**src/logic/pmr_map.svh**
```systemverilog
// Register offsets, field positions, reset values and timing counts of the program memory read port.
`ifndef PMR_MAP_SVH
`define PMR_MAP_SVH
`define PMR_OFF_CONTROL     4'h0
`define PMR_OFF_DATA_LOW    4'h4
`define PMR_OFF_DATA_HIGH   4'h8
`define PMR_OFF_ADDR_LOW    4'hc
`define PMR_OFF_ADDR_HIGH   4'h0
`define PMR_BIT_TRIGGER     0
`define PMR_BIT_RESERVED    7
`define PMR_ADDR_HIGH_BYTE  3'd4
`define PMR_HIGH_ADDR_W     5
`define PMR_HIGH_DATA_W     6
`define PMR_CONTROL_RESET   8'h80
`define PMR_UNMAPPED_DATA   32'h0000_0000
`define PMR_INSTR_CYCLES    2
`define PMR_CLK_PER_INSTR   4
`define PMR_READ_CYCLES     (`PMR_INSTR_CYCLES * `PMR_CLK_PER_INSTR)
`endif

```
**src/logic/pmr_pkg.sv**
```systemverilog
// Types shared by the program memory read port.
`default_nettype none
package pmr_pkg;
    typedef enum logic [1:0] {
        PMR_IDLE  = 2'b00,
        PMR_FETCH = 2'b01,
        PMR_LOAD  = 2'b11
    } pmr_state_t;
    typedef logic [12:0] pmr_word_addr_t;
    typedef logic [13:0] pmr_word_value_t;
endpackage
`default_nettype wire

```
**src/logic/pmr_flash_port.sv**
```systemverilog
// Sequencer that fetches one word from the flash array and times the read.
`timescale 1ns/1ps
`default_nettype none
`include "pmr_map.svh"
module pmr_flash_port
    import pmr_pkg::*;
#(
    parameter int READ_CYCLES = `PMR_READ_CYCLES
) (
    // Clock and reset.
    input  wire logic            mclk,
    input  wire logic            reset_n,
    // Request from the register file.
    input  wire logic            start,
    input  wire pmr_word_addr_t  addr,
    output logic                 done,
    output pmr_word_value_t      value,
    // Flash array side.
    output logic                 flash_rd_en,
    output pmr_word_addr_t       flash_addr,
    input  wire pmr_word_value_t flash_data
);
    localparam int CW = $clog2(READ_CYCLES + 1);
    pmr_state_t     state_r;
    logic [CW-1:0]  count_r;

    always_ff @(posedge mclk) begin
        if (!reset_n) begin
            state_r <= PMR_IDLE;
            count_r <= '0;
        end else begin
            unique case (state_r)
                PMR_IDLE: begin
                    if (start) begin
                        state_r <= PMR_FETCH;
                        count_r <= CW'(READ_CYCLES - 2);
                    end
                end
                PMR_FETCH: begin
                    if (count_r == '0) begin
                        state_r <= PMR_LOAD;
                    end else begin
                        count_r <= count_r - 1'b1;
                    end
                end
                PMR_LOAD: begin
                    state_r <= PMR_IDLE;
                end
                default: begin
                    state_r <= PMR_IDLE;
                end
            endcase
        end
    end

    // The address is latched at start so a later write cannot disturb the read in flight.
    always_ff @(posedge mclk) begin
        if (!reset_n) begin
            flash_addr  <= '0;
            flash_rd_en <= 1'b0;
        end else begin
            if (start && state_r == PMR_IDLE) begin
                flash_addr <= addr;
            end
            flash_rd_en <= (state_r == PMR_IDLE && start) || state_r == PMR_FETCH;
        end
    end

    always_ff @(posedge mclk) begin
        if (!reset_n) begin
            done  <= 1'b0;
            value <= '0;
        end else begin
            done <= (state_r == PMR_LOAD);
            if (state_r == PMR_FETCH && count_r == '0) begin
                value <= flash_data;
            end
        end
    end
endmodule // pmr_flash_port
`default_nettype wire

```
**src/logic/pmr_read_port.sv**
```systemverilog
// Program memory read port: Avalon-MM register file and flash read control.
//
// Contract
// Program memory can be read at any time during normal operation, with no supply-dependent gating.
// The word address is the high address register bits 4..0 joined above the low address register.
// Writing one to bit 0 of the read-control register starts a program memory read.
// A read takes two instruction cycles, and the processor must skip the second instruction after the trigger.
// Software places two no-operation instructions after setting the trigger.
// On completion word bits 13..8 go to high data bits 5..0 and bits 7..0 to the low data register.
// Hardware clears the trigger bit, and a software write of zero to it does nothing.
// Bit 7 of the read-control register reads as one and resets to one.
// Read-control bits 6..1, high data bits 7..6 and high address bits 7..5 read as zero.
// Code protection never blocks reads through this port.
// Address and data registers are read/write with undefined reset contents, and the trigger resets to zero.
// The low address register holds word address bits 7..0 and is read/write.
//
// The Avalon-MM register port and the address map are this design's own decisions.
`timescale 1ns/1ps
`default_nettype none
`include "pmr_map.svh"
module pmr_read_port
    import pmr_pkg::*;
#(
    parameter int READ_CYCLES = `PMR_READ_CYCLES
) (
    // Clock and reset.
    input  wire logic            mclk,
    input  wire logic            reset_n,
    // Avalon-MM slave.
    input  wire logic [4:0]      avs_address,
    input  wire logic            avs_read,
    input  wire logic            avs_write,
    input  wire logic [31:0]     avs_writedata,
    input  wire logic [3:0]      avs_byteenable,
    output logic [31:0]          avs_readdata,
    output logic                 avs_waitrequest,
    // Core side.
    output logic                 skip_instr,
    // Flash array side.
    output logic                 flash_rd_en,
    output pmr_word_addr_t       flash_addr,
    input  wire pmr_word_value_t flash_data
);
    logic [7:0]                    addr_low_r;
    logic [`PMR_HIGH_ADDR_W-1:0]   addr_high_r;
    logic [7:0]                    data_low_r;
    logic [`PMR_HIGH_DATA_W-1:0]   data_high_r;
    logic                          trigger_r;
    logic                          ack_r;
    logic                          skip_r;
    logic                          done;
    pmr_word_value_t               value;
    logic                          access;
    logic                          wr_hit;
    logic                          start;
    logic [4:0]                    word_sel;

    // One wait cycle on every access, then the answer in the next.
    assign access   = (avs_read || avs_write) && !ack_r;
    assign wr_hit   = avs_write && ack_r && avs_byteenable[0];
    assign word_sel = avs_address;
    // A new read only starts while none is running.
    assign start    = wr_hit && word_sel == {1'b0, `PMR_OFF_CONTROL}
                      && avs_writedata[`PMR_BIT_TRIGGER] && !trigger_r;

    always_ff @(posedge mclk) begin
        if (!reset_n) begin
            ack_r <= 1'b0;
        end else begin
            ack_r <= access;
        end
    end

    always_ff @(posedge mclk) begin
        if (!reset_n) begin
            avs_waitrequest <= 1'b1;
        end else begin
            avs_waitrequest <= !access;
        end
    end

    // Trigger: set by software, cleared only by hardware; a set in the done cycle is dropped, as the trigger is still high.
    always_ff @(posedge mclk) begin
        if (!reset_n) begin
            trigger_r <= 1'b0;
        end else if (start) begin
            trigger_r <= 1'b1;
        end else if (done) begin
            trigger_r <= 1'b0;
        end
    end

    // Address and data registers hold no reset value.
    always_ff @(posedge mclk) begin
        if (wr_hit && word_sel == {1'b0, `PMR_OFF_ADDR_LOW}) begin
            addr_low_r <= avs_writedata[7:0];
        end
        if (wr_hit && word_sel == {1'b1, `PMR_OFF_ADDR_HIGH}) begin
            addr_high_r <= avs_writedata[`PMR_HIGH_ADDR_W-1:0];
        end
    end

    always_ff @(posedge mclk) begin
        if (done) begin
            data_low_r  <= value[7:0];
            data_high_r <= value[13:8];
        end else begin
            if (wr_hit && word_sel == {1'b0, `PMR_OFF_DATA_LOW}) begin
                data_low_r <= avs_writedata[7:0];
            end
            if (wr_hit && word_sel == {1'b0, `PMR_OFF_DATA_HIGH}) begin
                data_high_r <= avs_writedata[`PMR_HIGH_DATA_W-1:0];
            end
        end
    end

    // Read mux; unmapped words and unimplemented bits answer zero.
    always_ff @(posedge mclk) begin
        if (!reset_n) begin
            avs_readdata <= `PMR_UNMAPPED_DATA;
        end else if (access && avs_read) begin
            case (word_sel)
                {1'b0, `PMR_OFF_CONTROL}:   avs_readdata <= {24'h0, 1'b1, 6'h0, trigger_r};
                {1'b0, `PMR_OFF_DATA_LOW}:  avs_readdata <= {24'h0, data_low_r};
                {1'b0, `PMR_OFF_DATA_HIGH}: avs_readdata <= {26'h0, data_high_r};
                {1'b0, `PMR_OFF_ADDR_LOW}:  avs_readdata <= {24'h0, addr_low_r};
                {1'b1, `PMR_OFF_ADDR_HIGH}: avs_readdata <= {27'h0, addr_high_r};
                default:                    avs_readdata <= `PMR_UNMAPPED_DATA;
            endcase
        end
    end

    // Core is told to drop the instruction that collides with the fetch.
    always_ff @(posedge mclk) begin
        if (!reset_n) begin
            skip_r     <= 1'b0;
            skip_instr <= 1'b0;
        end else begin
            skip_r     <= start;
            skip_instr <= skip_r;
        end
    end

    // No protection or supply gating sits in the fetch path.
    pmr_flash_port #(
        .READ_CYCLES (READ_CYCLES)
    ) u_flash (
        .mclk        (mclk),
        .reset_n     (reset_n),
        .start       (start),
        .addr        ({addr_high_r, addr_low_r}),
        .done        (done),
        .value       (value),
        .flash_rd_en (flash_rd_en),
        .flash_addr  (flash_addr),
        .flash_data  (flash_data)
    );
endmodule // pmr_read_port
`default_nettype wire

```
**config.mk**
```make
export PLATFORM = sky130hd
export DESIGN_NAME = pmr_read_port
export DESIGN_NICKNAME = d
export VERILOG_FILES = /design/src/logic/pmr_pkg.sv /design/src/logic/pmr_flash_port.sv /design/src/logic/pmr_read_port.sv
export VERILOG_INCLUDE_DIRS = /design/src /design/src/logic
export SDC_FILE = /design/constraint.sdc
export NUM_CORES = 1
export LEC_CHECK = 0
export ABC_CLOCK_PERIOD_IN_PS = 4250
export BUFFER_PORTS_ARGS = -buffer_cell sky130_fd_sc_hd__buf_2
export CAP_MARGIN = 10
export CORE_MARGIN = 4
export CORE_UTILIZATION = 54
export DETAILED_ROUTE_END_ITERATION = 16
export PLACE_DENSITY = 0.95
export SETUP_SLACK_MARGIN = 0.3
export SLEW_MARGIN = 25
export SYNTH_ARGS = -nofsm -noshare
export SYNTH_HDL_FRONTEND = slang
export SYNTH_HIERARCHICAL = 1
export SYNTH_SLANG_ARGS = --single-unit
```
**constraint.sdc**
```tcl
create_clock -name mclk -period 4.25 [get_ports mclk]
set_input_delay 0 -clock mclk [delete_from_list [all_inputs] [get_ports mclk]]
set_output_delay 0 -clock mclk [all_outputs]
set_load 0.02 [all_outputs]
```
# After elaboration in Yosys (flattened, before gate mapping)
# Cells that the tools add are included.
[totals] regBits=99 out_inout_bits=48 word_cells=66
[op_classes] add_sub_neg=1 n_eq_ne=9 n_mux=13 n_reduce_logical=27
[ops] cell="$pmux W8 S5" n=1
[ops] cell="$mux W8" n=2
[ops] cell="$logic_and A1 B1 Y1" n=13
[ops] cell="$mux W6" n=2
[ops] cell="$eq A5 B4 Y1 const B" n=2
[ops] cell="$mux W4" n=2
[ops] cell="$pmux W4 S2" n=1
[ops] cell="$reduce_bool A2 Y1" n=4
[ops] cell="$eq A5 B3 Y1 const B" n=1
[ops] cell="$eq A5 B5 Y1 const B" n=1
[ops] cell="$logic_not A5 Y1" n=1
[ops] cell="$logic_not A4 Y1" n=1
[ops] cell="$mux W2" n=2
[ops] cell="$ne A2 B2 Y1 const B" n=2
[ops] cell="$pmux W2 S2" n=1
[ops] cell="$sub A4 B1 Y4 const B" n=1
[ops] cell="$logic_not A1 Y1" n=3
[ops] cell="$reduce_and A3 Y1" n=1
[ops] cell="$eq A2 B1 Y1 const B" n=1
[ops] cell="$eq A2 B2 Y1 const B" n=1
[ops] cell="$logic_not A2 Y1" n=1
[ops] cell="$logic_or A1 B1 Y1" n=2
[ops] cell="$mux W1" n=2
[ops] cell="$ne A2 B1 Y1 const B" n=1
[ops] cell="$reduce_and A2 Y1" n=1

# Depth between registers and ports, before layout
# Gate-level depths: netlist of the first run.
[depth] depth_word=7 mapped_depth=7 mapped_depth_nobuf=5

# Cells and area by module
# Netlist of the first run, hierarchy kept.
[by_module_without_submodules] module="pmr_read_port" n_inst=1 cells_per_inst=177 area_per_inst_um2=1980.6 seq_area_each_um2=1071.0
[by_module_without_submodules] module="pmr_flash_port" n_inst=1 cells_per_inst=133 area_per_inst_um2=1347.5 seq_area_each_um2=700.7

# Least setup slack after synthesis of the first run
# No wires, ideal clock.
[synth_timing] path_kind="input to register" startpoint="in avs_address[1]" endpoint="reg u_flash.flash_addr[10]" setup_ns=0.117 t_arrival_ns=1.736 t_required_ns=4.133 path_slack_ns=2.398 path_stages=6 path_buffers=1 cell_sequence="or4_4 nor4_4 or3b_4 and2_4 buf_6 a22o_1"
[synth_between] elab_chain_cells=5
[synth_lines] element="start, declared" line="pmr_read_port.sv:30" source="input wire logic [4:0] avs_address,"
[synth_lines] element="$logic_not A5 Y1" line="pmr_read_port.sv:63" source="assign start = wr_hit && word_sel == {1'b0, `PMR_OFF_CONTROL}"
[synth_lines] element="$logic_and A1 B1 Y1 (3 in a row)" line="pmr_read_port.sv:63"
[synth_lines] element="via start" line="pmr_read_port.sv:55" source="logic start;"
[synth_lines] element="$logic_and A1 B1 Y1" line="pmr_flash_port.sv:62" source="if (start && state_r == PMR_IDLE) begin"
[synth_lines] element="end signal, assigned" line="pmr_flash_port.sv:63" source="flash_addr <= addr;"
[synth_lines] element="end, declared" line="pmr_flash_port.sv:20" source="output pmr_word_addr_t flash_addr,"
# The timed path passes the listed nets, and every way through them passes these cells.
# A chain may end at the register's enable or synchronous reset.

# Worst setup path in the final report of the first run
[layout_timing] startpoint="reg ack_r" endpoint="reg u_flash.flash_addr[2]"
[layout_between] elab_chain_cells=6
[layout_lines] element="start, declared" line="pmr_read_port.sv:49" source="logic ack_r;"
[layout_lines] element="start signal, assigned" line="pmr_read_port.sv:70" source="ack_r <= access;"
[layout_lines] element="$logic_and A1 B1 Y1 (2 in a row)" line="pmr_read_port.sv:60" source="assign wr_hit = avs_write && ack_r && avs_byteenable[0];"
[layout_lines] element="$logic_and A1 B1 Y1 (3 in a row)" line="pmr_read_port.sv:63"
[layout_lines] element="via start" line="pmr_read_port.sv:55"
[layout_lines] element="$logic_and A1 B1 Y1" line="pmr_flash_port.sv:62"
# The timed path passes the listed nets, and every way through them passes these cells.

==> out/results.md, run 1 <==
| Step | Parameter | Reported |
| --- | --- | --- |
| status | Outcome | complete, no violations |
| sta | Worst slew margin relative to its limit | 34.2% |
| cells and area | Area growth syn-to-layout | 17.8% |
| clock network | Root Buffer Master | clkbuf_8 |
| die | Number of core rows | 28 |
| grt | First-pass GRT wire length | 11600 µm |
| power and ir drop | Combinational power share | 7.2% |
| critical path | Critical Path Start Type | flop |
| cells and area | Post-layout nets | 441 |
| sta | Number of hold violations in the final report | 0 |
| routing | Pre-antenna DRT Iters | 4 |
| routing | Wire per inst | 15.9 µm |
| synth | Synthesized area divided by synthesized cell count | 10.7 µm² |
| sta | Final worst-path cycle share | 55.1% |
| die | I/O pin total | 107 |
| routing | Antenna-violating nets left | 0 |
| cells and area | Final design utilization | 65.8% |
| die | Floorplan die width | 86.5 µm |
| grt | GRT met3 Usage | 4.94% |
| sta | Final clock skew | 0.00615 ns |
| grt | Overall Global Routing Usage | 20.5% |
| power and ir drop | Leakage power of the design | 0.00154 µW |
| sta | Final total negative setup slack | 0 ns |
| synth | Simple-gate share of the synthesized area | 18.2% |
| synth | Primary FF master, synth | dfxtp_1 |
| clock network | Clock tree from TritonCTS | built |
| clock network | Clock transition at path regs | 0.07 ns |
| synth | Count of cell types in the netlist | 49 |
| synth | Proportion of synthesized area in mux cells | 3.35% |
| grt | Maximum number of pins on one net before global-route repair | 42 |
| die | Total Die Area | 7480 µm² |
| critical path | R2R cell count | 5 |
| routing | Starting DRT DRC Count | 214 |
| critical path | Slowest cell delay on critical path | 0.77 ns |
| clock network | Worst-skew pair later-pin latency | 0.35 ns |
| grt | Total grt overflow | 0 |
| place | Routability congestion estimate | 0.888 |
| critical path | Startpoint of the worst register-to-register path | ack_r$_SDFF_PN0_ |
| grt | Vias in the first global route | 2398 |
| power and ir drop | Net Sw Frac | 23.2% |
| critical path | Endpoint type of the worst setup path | flop |
| grt | Antenna violations before repair | 0 |
| worst hold path | Worst hold-check path type | input pin to flop |
| synth | Area share of fa/ha/maj cells after synthesis | 0.376% |
| synth | Flop and latch count out of synthesis | 75 |
| synth | Combinational family with the most area after synthesis | simple AND/OR/NAND/NOR gates |
| critical path | Endpoint required time on the critical path | 4.54 ns |
| power and ir drop | Share of power burned in registers | 54.8% |
| critical path | Setup CP Type | flop to flop |
| worst hold path | Hold_sp | avs_address[4] |
| routing | DRC violation count after routing | 0 |
| critical path | Maximum fanout count along the critical path | 14 |
| power and ir drop | Max VDD drop | 0.000176 V |
| critical path | Worst reg2reg endpoint | u_flash/flash_addr[2]$_SDFFE_PN0P_ |
| critical path | Chain of cells forming the critical path | nand3_1 > nor4_4 > nand2b_1 > nor2_1 > a22o_1 |
| power and ir drop | Share of total power in the clock network | 38.0% |
| sta | Slew at the pin closest to its max-slew limit | 0.983 ns |
| synth | Proportion of synthesized chip area in sequential cells | 53.2% |
| clock network | Maximum number of buffers from clock root to sink | 2 |
| worst hold path | Endpoint with the worst hold slack | avs_readdata[2]$_SDFFE_PN0P_ |
| routing | Count of vias placed by the detailed router | 2523 |
| die | Starting density of the core | 55.9% |
| grt | Global-route track usage on met2 | 33.9% |
| place | Placed wire-length estimate after detailed placement | 5030 µm |
| synth | Share of flip-flops with an asynchronous set or reset after synthesis | 0% |
| place | Total of buffers placed on input and output ports | 55 |
| grt | Routing layer with the top usage in global route | met2 |
| cells and area | Number of antenna cells inserted | 0 |
| power and ir drop | Internal power | 1040 µW |
| critical path | Crit path max-delay cell type | nor2_1 |
| power and ir drop | Power, Total | 1360 µW |
| sta | Fmax | 427 MHz |
| clock network | Num CTS Buffers | 9 |
| sta | Unrepaired setup endpoints after global routing | false |
| routing | Vias per inst | 5.47 |
| synth | Post-Syn Instances | 310 |
| sta | Slew Viols, Final | 0 |
| critical path | Data arrival time of the critical path | 2.63 ns |
| power and ir drop | Total power per unit cell area | 347 nW/µm² |
| clock network | Clock sink total | 75 |
| power and ir drop | Net switching power of the design | 316 µW |
| sta | Final min period | 2.34 ns |
| routing | DRT Wirelength | 7330 µm |
| cells and area | Share of layout cells above drive strength 1 | 22.5% |
| synth | Total standard cell area after synthesis | 3330 µm² |
| flow run | Number of violations of the max-capacitance limit | 0 |
| worst hold path | Hold path cells | 3 |
| clock network | CTS H-Tree Depth | 3 |
| synth | Synth Area in Compound Gates | 15.5% |
| synth | XOR/XNOR share of the synthesized area | 0% |
| critical path | Register-to-register setup slack | 1.91 ns |
| sta | Setup Viol. Count Final | 0 |
| grt | Met1 track demand over resource in global routing | 25.5% |
| synth | Count of synthesis-stage warnings from yosys | 6 |
| die | Area inside the core boundary | 5960 µm² |
| die | Floorplan die height | 86.5 µm |
| synth | Number of enable-type register cells in the synthesized netlist | 27 |
==> worst max path at each step <==
stage                          start                             endpoint  slack [ns]  depth (start not counted)
finish              ack_r$_SDFF_PN0_   u_flash/flash_addr[2]$_SDFFE_PN0P_        1.91                          5
global route        ack_r$_SDFF_PN0_   u_flash/flash_addr[2]$_SDFFE_PN0P_        1.79                          5
CTS                 ack_r$_SDFF_PN0_   u_flash/flash_addr[6]$_SDFFE_PN0P_        1.94                          5
detailed placement    avs_address[1]   u_flash/flash_addr[6]$_SDFFE_PN0P_        1.93                          6
global placement      avs_address[1]   u_flash/flash_addr[1]$_SDFFE_PN0P_        2.00                          6
floorplan             avs_address[1]  u_flash/flash_addr[10]$_SDFFE_PN0P_        2.40                          6
==> critical path: cells and delay by family (launching register included) <==
family             cells  cell delay, ns
DFF                    1            0.36
AOI/OAI and AO/OA      1            0.29
and+or+nand+nor        4            1.62
==> layout make-up <==
class                      instances  area [µm²]
fill                             501        2030
sequential                        75        1770
multi-input combinational        212        1340
timing repair buffer              79         515
clock buffer                      12         166
tap                               75        93.8
clock inverter                     4        23.8
inverter                           4        15.0
==> sequential cells by signal, summed over array words and instances (netlist names), 2 cells and up <==
register            count
data_high_r             6
data_low_r              8
u_flash/count_r         4
u_flash/state_r         2
u_flash/flash_addr     13
avs_readdata            8
u_flash/value          14
addr_high_r             5
addr_low_r              8
==> cells by family (layout without fill, tap and decap cells) <==
group | Yosys count | count (layout)
buffers and inverters | 46 | 99
AOI/OAI and AO/OA | 70 | 70
other | 1 | 24
adders and majority gates | 1 | 1
muxes | 10 | 10
and+or+nand+nor | 107 | 107
DFF | 75 | 75
==> cell usage in the layout, fill, tap and decap left out, drive strengths merged, types with 3 or more instances in the layout <==
cell	count
dfxtp	48
nor4	3
clkinv	4
o21ai	17
a22o	13
dlygate4sd3	24
nand2	27
nand2b	10
conb	24
a32oi	12
buf	55
edfxtp	27
a22oi	3
a21boi	16
nand3	37
clkbuf	12
inv	4
and2	4
mux2	9
nor2	8
==> power by group through the flow <==
stage	registers [µW]	clock network, µW	logic [µW]
6_report	745	517	98.1
5_1_grt	745	566	106
4_1_cts	745	523	96.5
3_5_place_dp	762	0	79.2
3_3_place_gp	762	0	78.1
2_1_floorplan	763	0	71.5
==> through the flow <==
stage                     cells  setup WS (ns)  cell area (µm²)  hold slack [ns]
after floorplan             333           2.40             3410           0.0989
after global placement      421           2.00             3490            0.192
after detailed placement    421           1.93             3490            0.197
after CTS                   461           1.94             3920           0.0707
after global routing        461           1.79             3920           0.0886
final                       461           1.91             3920           0.0854
==> cell usage after synthesis (3+ instances only) <==
| master | instances | share of area [%] |
|---|---|---|
| edfxtp_1 | 27 | 24 |
| buf_6 | 5 | 1.7 |
| dfxtp_1 | 48 | 29 |
| buf_2 | 5 | 0.75 |
| a22o_1 | 13 | 3.4 |
| a21boi_0 | 12 | 2.7 |
| clkbuf_1 | 7 | 0.79 |
| nand2b_1 | 10 | 1.9 |
| o21ai_0 | 17 | 2.6 |
| a21boi_1 | 4 | 0.90 |
| nand2_1 | 27 | 3.0 |
| a22oi_1 | 3 | 0.68 |
| and2_1 | 3 | 0.56 |
| buf_4 | 24 | 5.4 |
| nor2_1 | 8 | 0.90 |
| inv_1 | 4 | 0.45 |
| a32oi_1 | 12 | 3.2 |
| mux2_2 | 9 | 3.0 |
| nand3_1 | 37 | 5.6 |
==> per-layer routing <==
| layer | routed length [µm] | up-vias |
|---|---|---|
| met5 | 0 | - |
| met4 | 150 | 0 |
| met3 | 529 | 12 |
| met2 | 3640 | 104 |
| met1 | 3010 | 1175 |
| li1 | - | 1232 |
==> timing repair <==
| item | 4_1_cts | 5_1_grt |
|---|---|---|
| setup buffers | 0 | 0 |
| hold buffers | 24 | 0 |
| endpoints found under the hold margin | 37 | 0 |
| gates resized for setup | 0 | 0 |
Power figures use the tool's default switching activity.
==> run 2, diff against run 1 <==
Settings changed: ABC_AREA set to 1, ABC_CLOCK_PERIOD_IN_PS 4250 to 2200, CORE_UTILIZATION 54 to 50, PLACE_DENSITY 0.95 to 0.9.
Clock period 4.25 ns to 2.2 ns, I/O delays scaled along.
==> run 2 against run 1 <==
Effect of this change:
- cell count up 17%
- via count up 4.4%
- sequential share of layout area fell by 0.97 points
- largest cell class unchanged
- highest routed layer unchanged
==> out/results.md, run 2 <==
| Step | Parameter | Reported |
| --- | --- | --- |
| clock network | Clock sink total | 75 |
| grt | Vias in the first global route | 2462 |
| power and ir drop | Total power per unit cell area | 697 nW/µm² |
| critical path | Endpoint type of the worst setup path | flop |
| sta | Slack of the critical path | 0.435 ns |
| synth | Count of synthesis-stage warnings from yosys | 6 |
| cells and area | Sequential cell area in the final layout | 1770 µm² |
| cells and area | Number of fillers in the final layout | 526 |
| die | I/O pin total | 107 |
| sta | Slew at the pin closest to its max-slew limit | 0.744 ns |
| clock network | Root Buffer Master | clkbuf_8 |
| routing | Wire per inst | 13.7 µm |
| synth | Largest area contributor in the synthesized netlist | dfxtp_1 |
| synth | Synthesized area divided by synthesized cell count | 8.85 µm² |
| cells and area | Number of antenna cells inserted | 0 |
| critical path | Maximum fanout count along the critical path | 6 |
| sta | Final total negative setup slack | 0 ns |
| critical path | Slowest cell delay on critical path | 0.33 ns |
| routing | Pre-antenna DRT Iters | 4 |
| sta | Number of hold violations in the final report | 0 |
| synth | Area contributors post-synth | dfxtp_1 (29%), edfxtp_1 (25%), nand2_1 (10%), buf_4 (5.7%), nor2_1 (4.2%) |
| synth | Top post-synthesis cells by count | nand2_1 (89), dfxtp_1 (48), nor2_1 (37) |
| routing | Vias per inst | 4.88 |
| routing | Starting DRT DRC Count | 138 |
| critical path | Crit path max-delay cell type | dfxtp_1 |
| critical path | Register-to-register setup slack | 0.43 ns |
| die | Floorplan die height | 89.1 µm |
| routing | DRT Wirelength | 7410 µm |
| critical path | Setup CP Type | flop to flop |
| synth | Count of cell types in the netlist | 31 |
| sta | Unrepaired setup endpoints after global routing | false |
| clock network | Maximum number of buffers from clock root to sink | 2 |
| power and ir drop | Max VDD drop | 0.000352 V |
| sta | Final clock skew | 0.00643 ns |
| grt | Overall Global Routing Usage | 19.6% |
| sta | Fmax | 567 MHz |
| sta | Slew Viols, Final | 0 |
| cells and area | Area growth syn-to-layout | 21.8% |
| cells and area | Post-layout nets | 517 |
| power and ir drop | Leakage power of the design | 0.00181 µW |
| sta | Final min period | 1.77 ns |
| synth | Share of flip-flops with an asynchronous set or reset after synthesis | 0% |
| routing | Antenna-violating nets left | 0 |
| critical path | Data arrival time of the critical path | 2.01 ns |
| worst hold path | Endpoint with the worst hold slack | avs_waitrequest$_SDFF_PN1_ |
| cells and area | Area taken by multi-input logic gates | 1240 µm² |
| worst hold path | Worst hold-check path type | input pin to flop |
| clock network | Num CTS Buffers | 9 |
| synth | Most common cell in the netlist | nand2_1 |
| clock network | Clock transition at path regs | 0.08 ns |
| power and ir drop | Power, Total | 2790 µW |
| synth | Primary FF master, synth | dfxtp_1 |
| critical path | Chain of cells forming the critical path | nand3_1 > inv_1 > nand4_1 > inv_1 > nand3_2 > buf_4 > nand2_2 > nand3_1 > nand2_1 > nor2_1 |
| status | Outcome | complete, no violations |
| synth | Total standard cell area after synthesis | 3290 µm² |
| synth | Flop and latch count out of synthesis | 75 |
| sta | Final worst-path cycle share | 80.2% |
| cells and area | Largest regs | u_flash/value x14, u_flash/flash_addr x13 |
| critical path | Critical Path Start Type | flop |
| place | Placed wire-length estimate after detailed placement | 5290 µm |
| cells and area | Share of layout cells above drive strength 1 | 24.2% |
| die | Number of core rows | 29 |
| cells and area | Register bank with the most flops | u_flash/value |
| sta | Worst slew margin relative to its limit | 50.1% |
| die | Area inside the core boundary | 6390 µm² |
| clock network | CTS H-Tree Depth | 3 |
| grt | Maximum number of pins on one net before global-route repair | 19 |
| place | Total of buffers placed on input and output ports | 55 |
| die | Floorplan die width | 89.1 µm |
| grt | Antenna violations before repair | 0 |
| die | Starting density of the core | 51.5% |
| cells and area | Leading cell type in the layout, fill and taps excluded | nand2_1 |
| grt | First-pass GRT wire length | 11600 µm |
| critical path | Worst reg2reg endpoint | u_flash/count_r[3]$_SDFFE_PN0P_ |
| flow run | Number of violations of the max-capacitance limit | 0 |
| die | Total Die Area | 7940 µm² |
| grt | Total grt overflow | 0 |
| clock network | Clock tree from TritonCTS | built |
| critical path | Bufs and invs on worst path | 3 |
| clock network | Post-CTS setup buffer count | 0 |
| critical path | Startpoint of the worst register-to-register path | ack_r$_SDFF_PN0_ |
| worst hold path | Hold path cells | 2 |
| cells and area | Highest-count cells in the layout ignoring fill and taps | nand2_1 (89), buf_2 (55), dfxtp_1 (48), nor2_1 (37), edfxtp_1 (27) |
| critical path | R2R cell count | 10 |
| synth | Proportion of synthesized chip area in sequential cells | 53.8% |
| synth | Post-Syn Instances | 372 |
| worst hold path | Hold_sp | reset_n |
| place | Worst-case setup slack after placement | 0.275 ns |
| sta | Setup Viol. Count Final | 0 |
| routing | DRC violation count after routing | 0 |
| critical path | Endpoint required time on the critical path | 2.44 ns |
| synth | Fraction of post-synthesis cell area in the top cell type by area | 29.2% |
| cells and area | Max reg flops | 14 |
| cells and area | Final design utilization | 62.8% |
| critical path | CP top delay family | simple AND/OR/NAND/NOR gates |
| place | Routability congestion estimate | 0.817 |
| routing | Count of vias placed by the detailed router | 2633 |
| clock network | Worst-skew pair later-pin latency | 0.35 ns |
| synth | Number of enable-type register cells in the synthesized netlist | 27 |
[run 2: logic make-up (layout without fill, tap and decap cells)]
logic type / after synthesis / count (layout) / share of synthesized area [%]
simple gates: 186 / 186 / 26.9
buf+inv: 63 / 130 / 11.4
compound gates: 46 / 46 / 7.41
other cells: 1 / 24 / 0.114
fa+ha+maj: 1 / 1 / 0.380
flops: 75 / 75 / 53.8
[run 2: worst max-delay path by stage]
stage          cells past startpoint  slack, ns             start                              end
2_1_floorplan                      2       0.74  ack_r$_SDFF_PN0_          data_low_r[0]$_DFFE_PP_
3_3_place_gp                       2       0.42  ack_r$_SDFF_PN0_          data_low_r[2]$_DFFE_PP_
3_5_place_dp                       2       0.27  ack_r$_SDFF_PN0_          data_low_r[0]$_DFFE_PP_
4_1_cts                            2       0.31  ack_r$_SDFF_PN0_          data_low_r[4]$_DFFE_PP_
5_1_grt                            9       0.34          avs_read     avs_readdata[7]$_SDFFE_PN0P_
6_report                          10       0.43  ack_r$_SDFF_PN0_  u_flash/count_r[3]$_SDFFE_PN0P_
[run 2: metrics by stage]
step | area, µm² | hold WS [ns] | std cells
floorplan | 3380 | 0.0883 | 395
global placement | 3540 | 0.218 | 499
detailed placement | 3540 | 0.218 | 499
CTS | 4000 | 0.0162 | 539
global route | 4010 | 0.0463 | 539
finish | 4010 | 0.0301 | 539
[run 2: power breakdown]
part / switching [µW] / internal (µW)
sequential: 2.57 / 1440
clock: 516 / 630
combinational: 132 / 72.0
total: 650 / 2140
[run 2: cell type report]
cell class                      instances  area share, %
Sequential cell                        75           44.2
Multi-Input combinational cell        257           30.8
Timing Repair Buffer                   87           14.4
Clock buffer                           12           4.15
Inverter                               27           2.65
Tap cell                               77           2.40
Clock inverter                          4           1.37
[run 2: what timing repair did]
item | in CTS | in global routing
hold endpoints to repair | 35 | 0
hold buffers | 24 | 0
gates resized for setup | 0 | 2
setup endpoints to repair | 0 | 11
[run 2: routing by layer]
layer | vias up | global-route usage, % | routed length, µm
met3 | 13 | 4.79 | 567
li1 | 1340 | - | -
met5 | - | 0 | 0
met1 | 1177 | 23.3 | 3010
met2 | 103 | 33.6 | 3680
met4 | 0 | 8.53 | 160
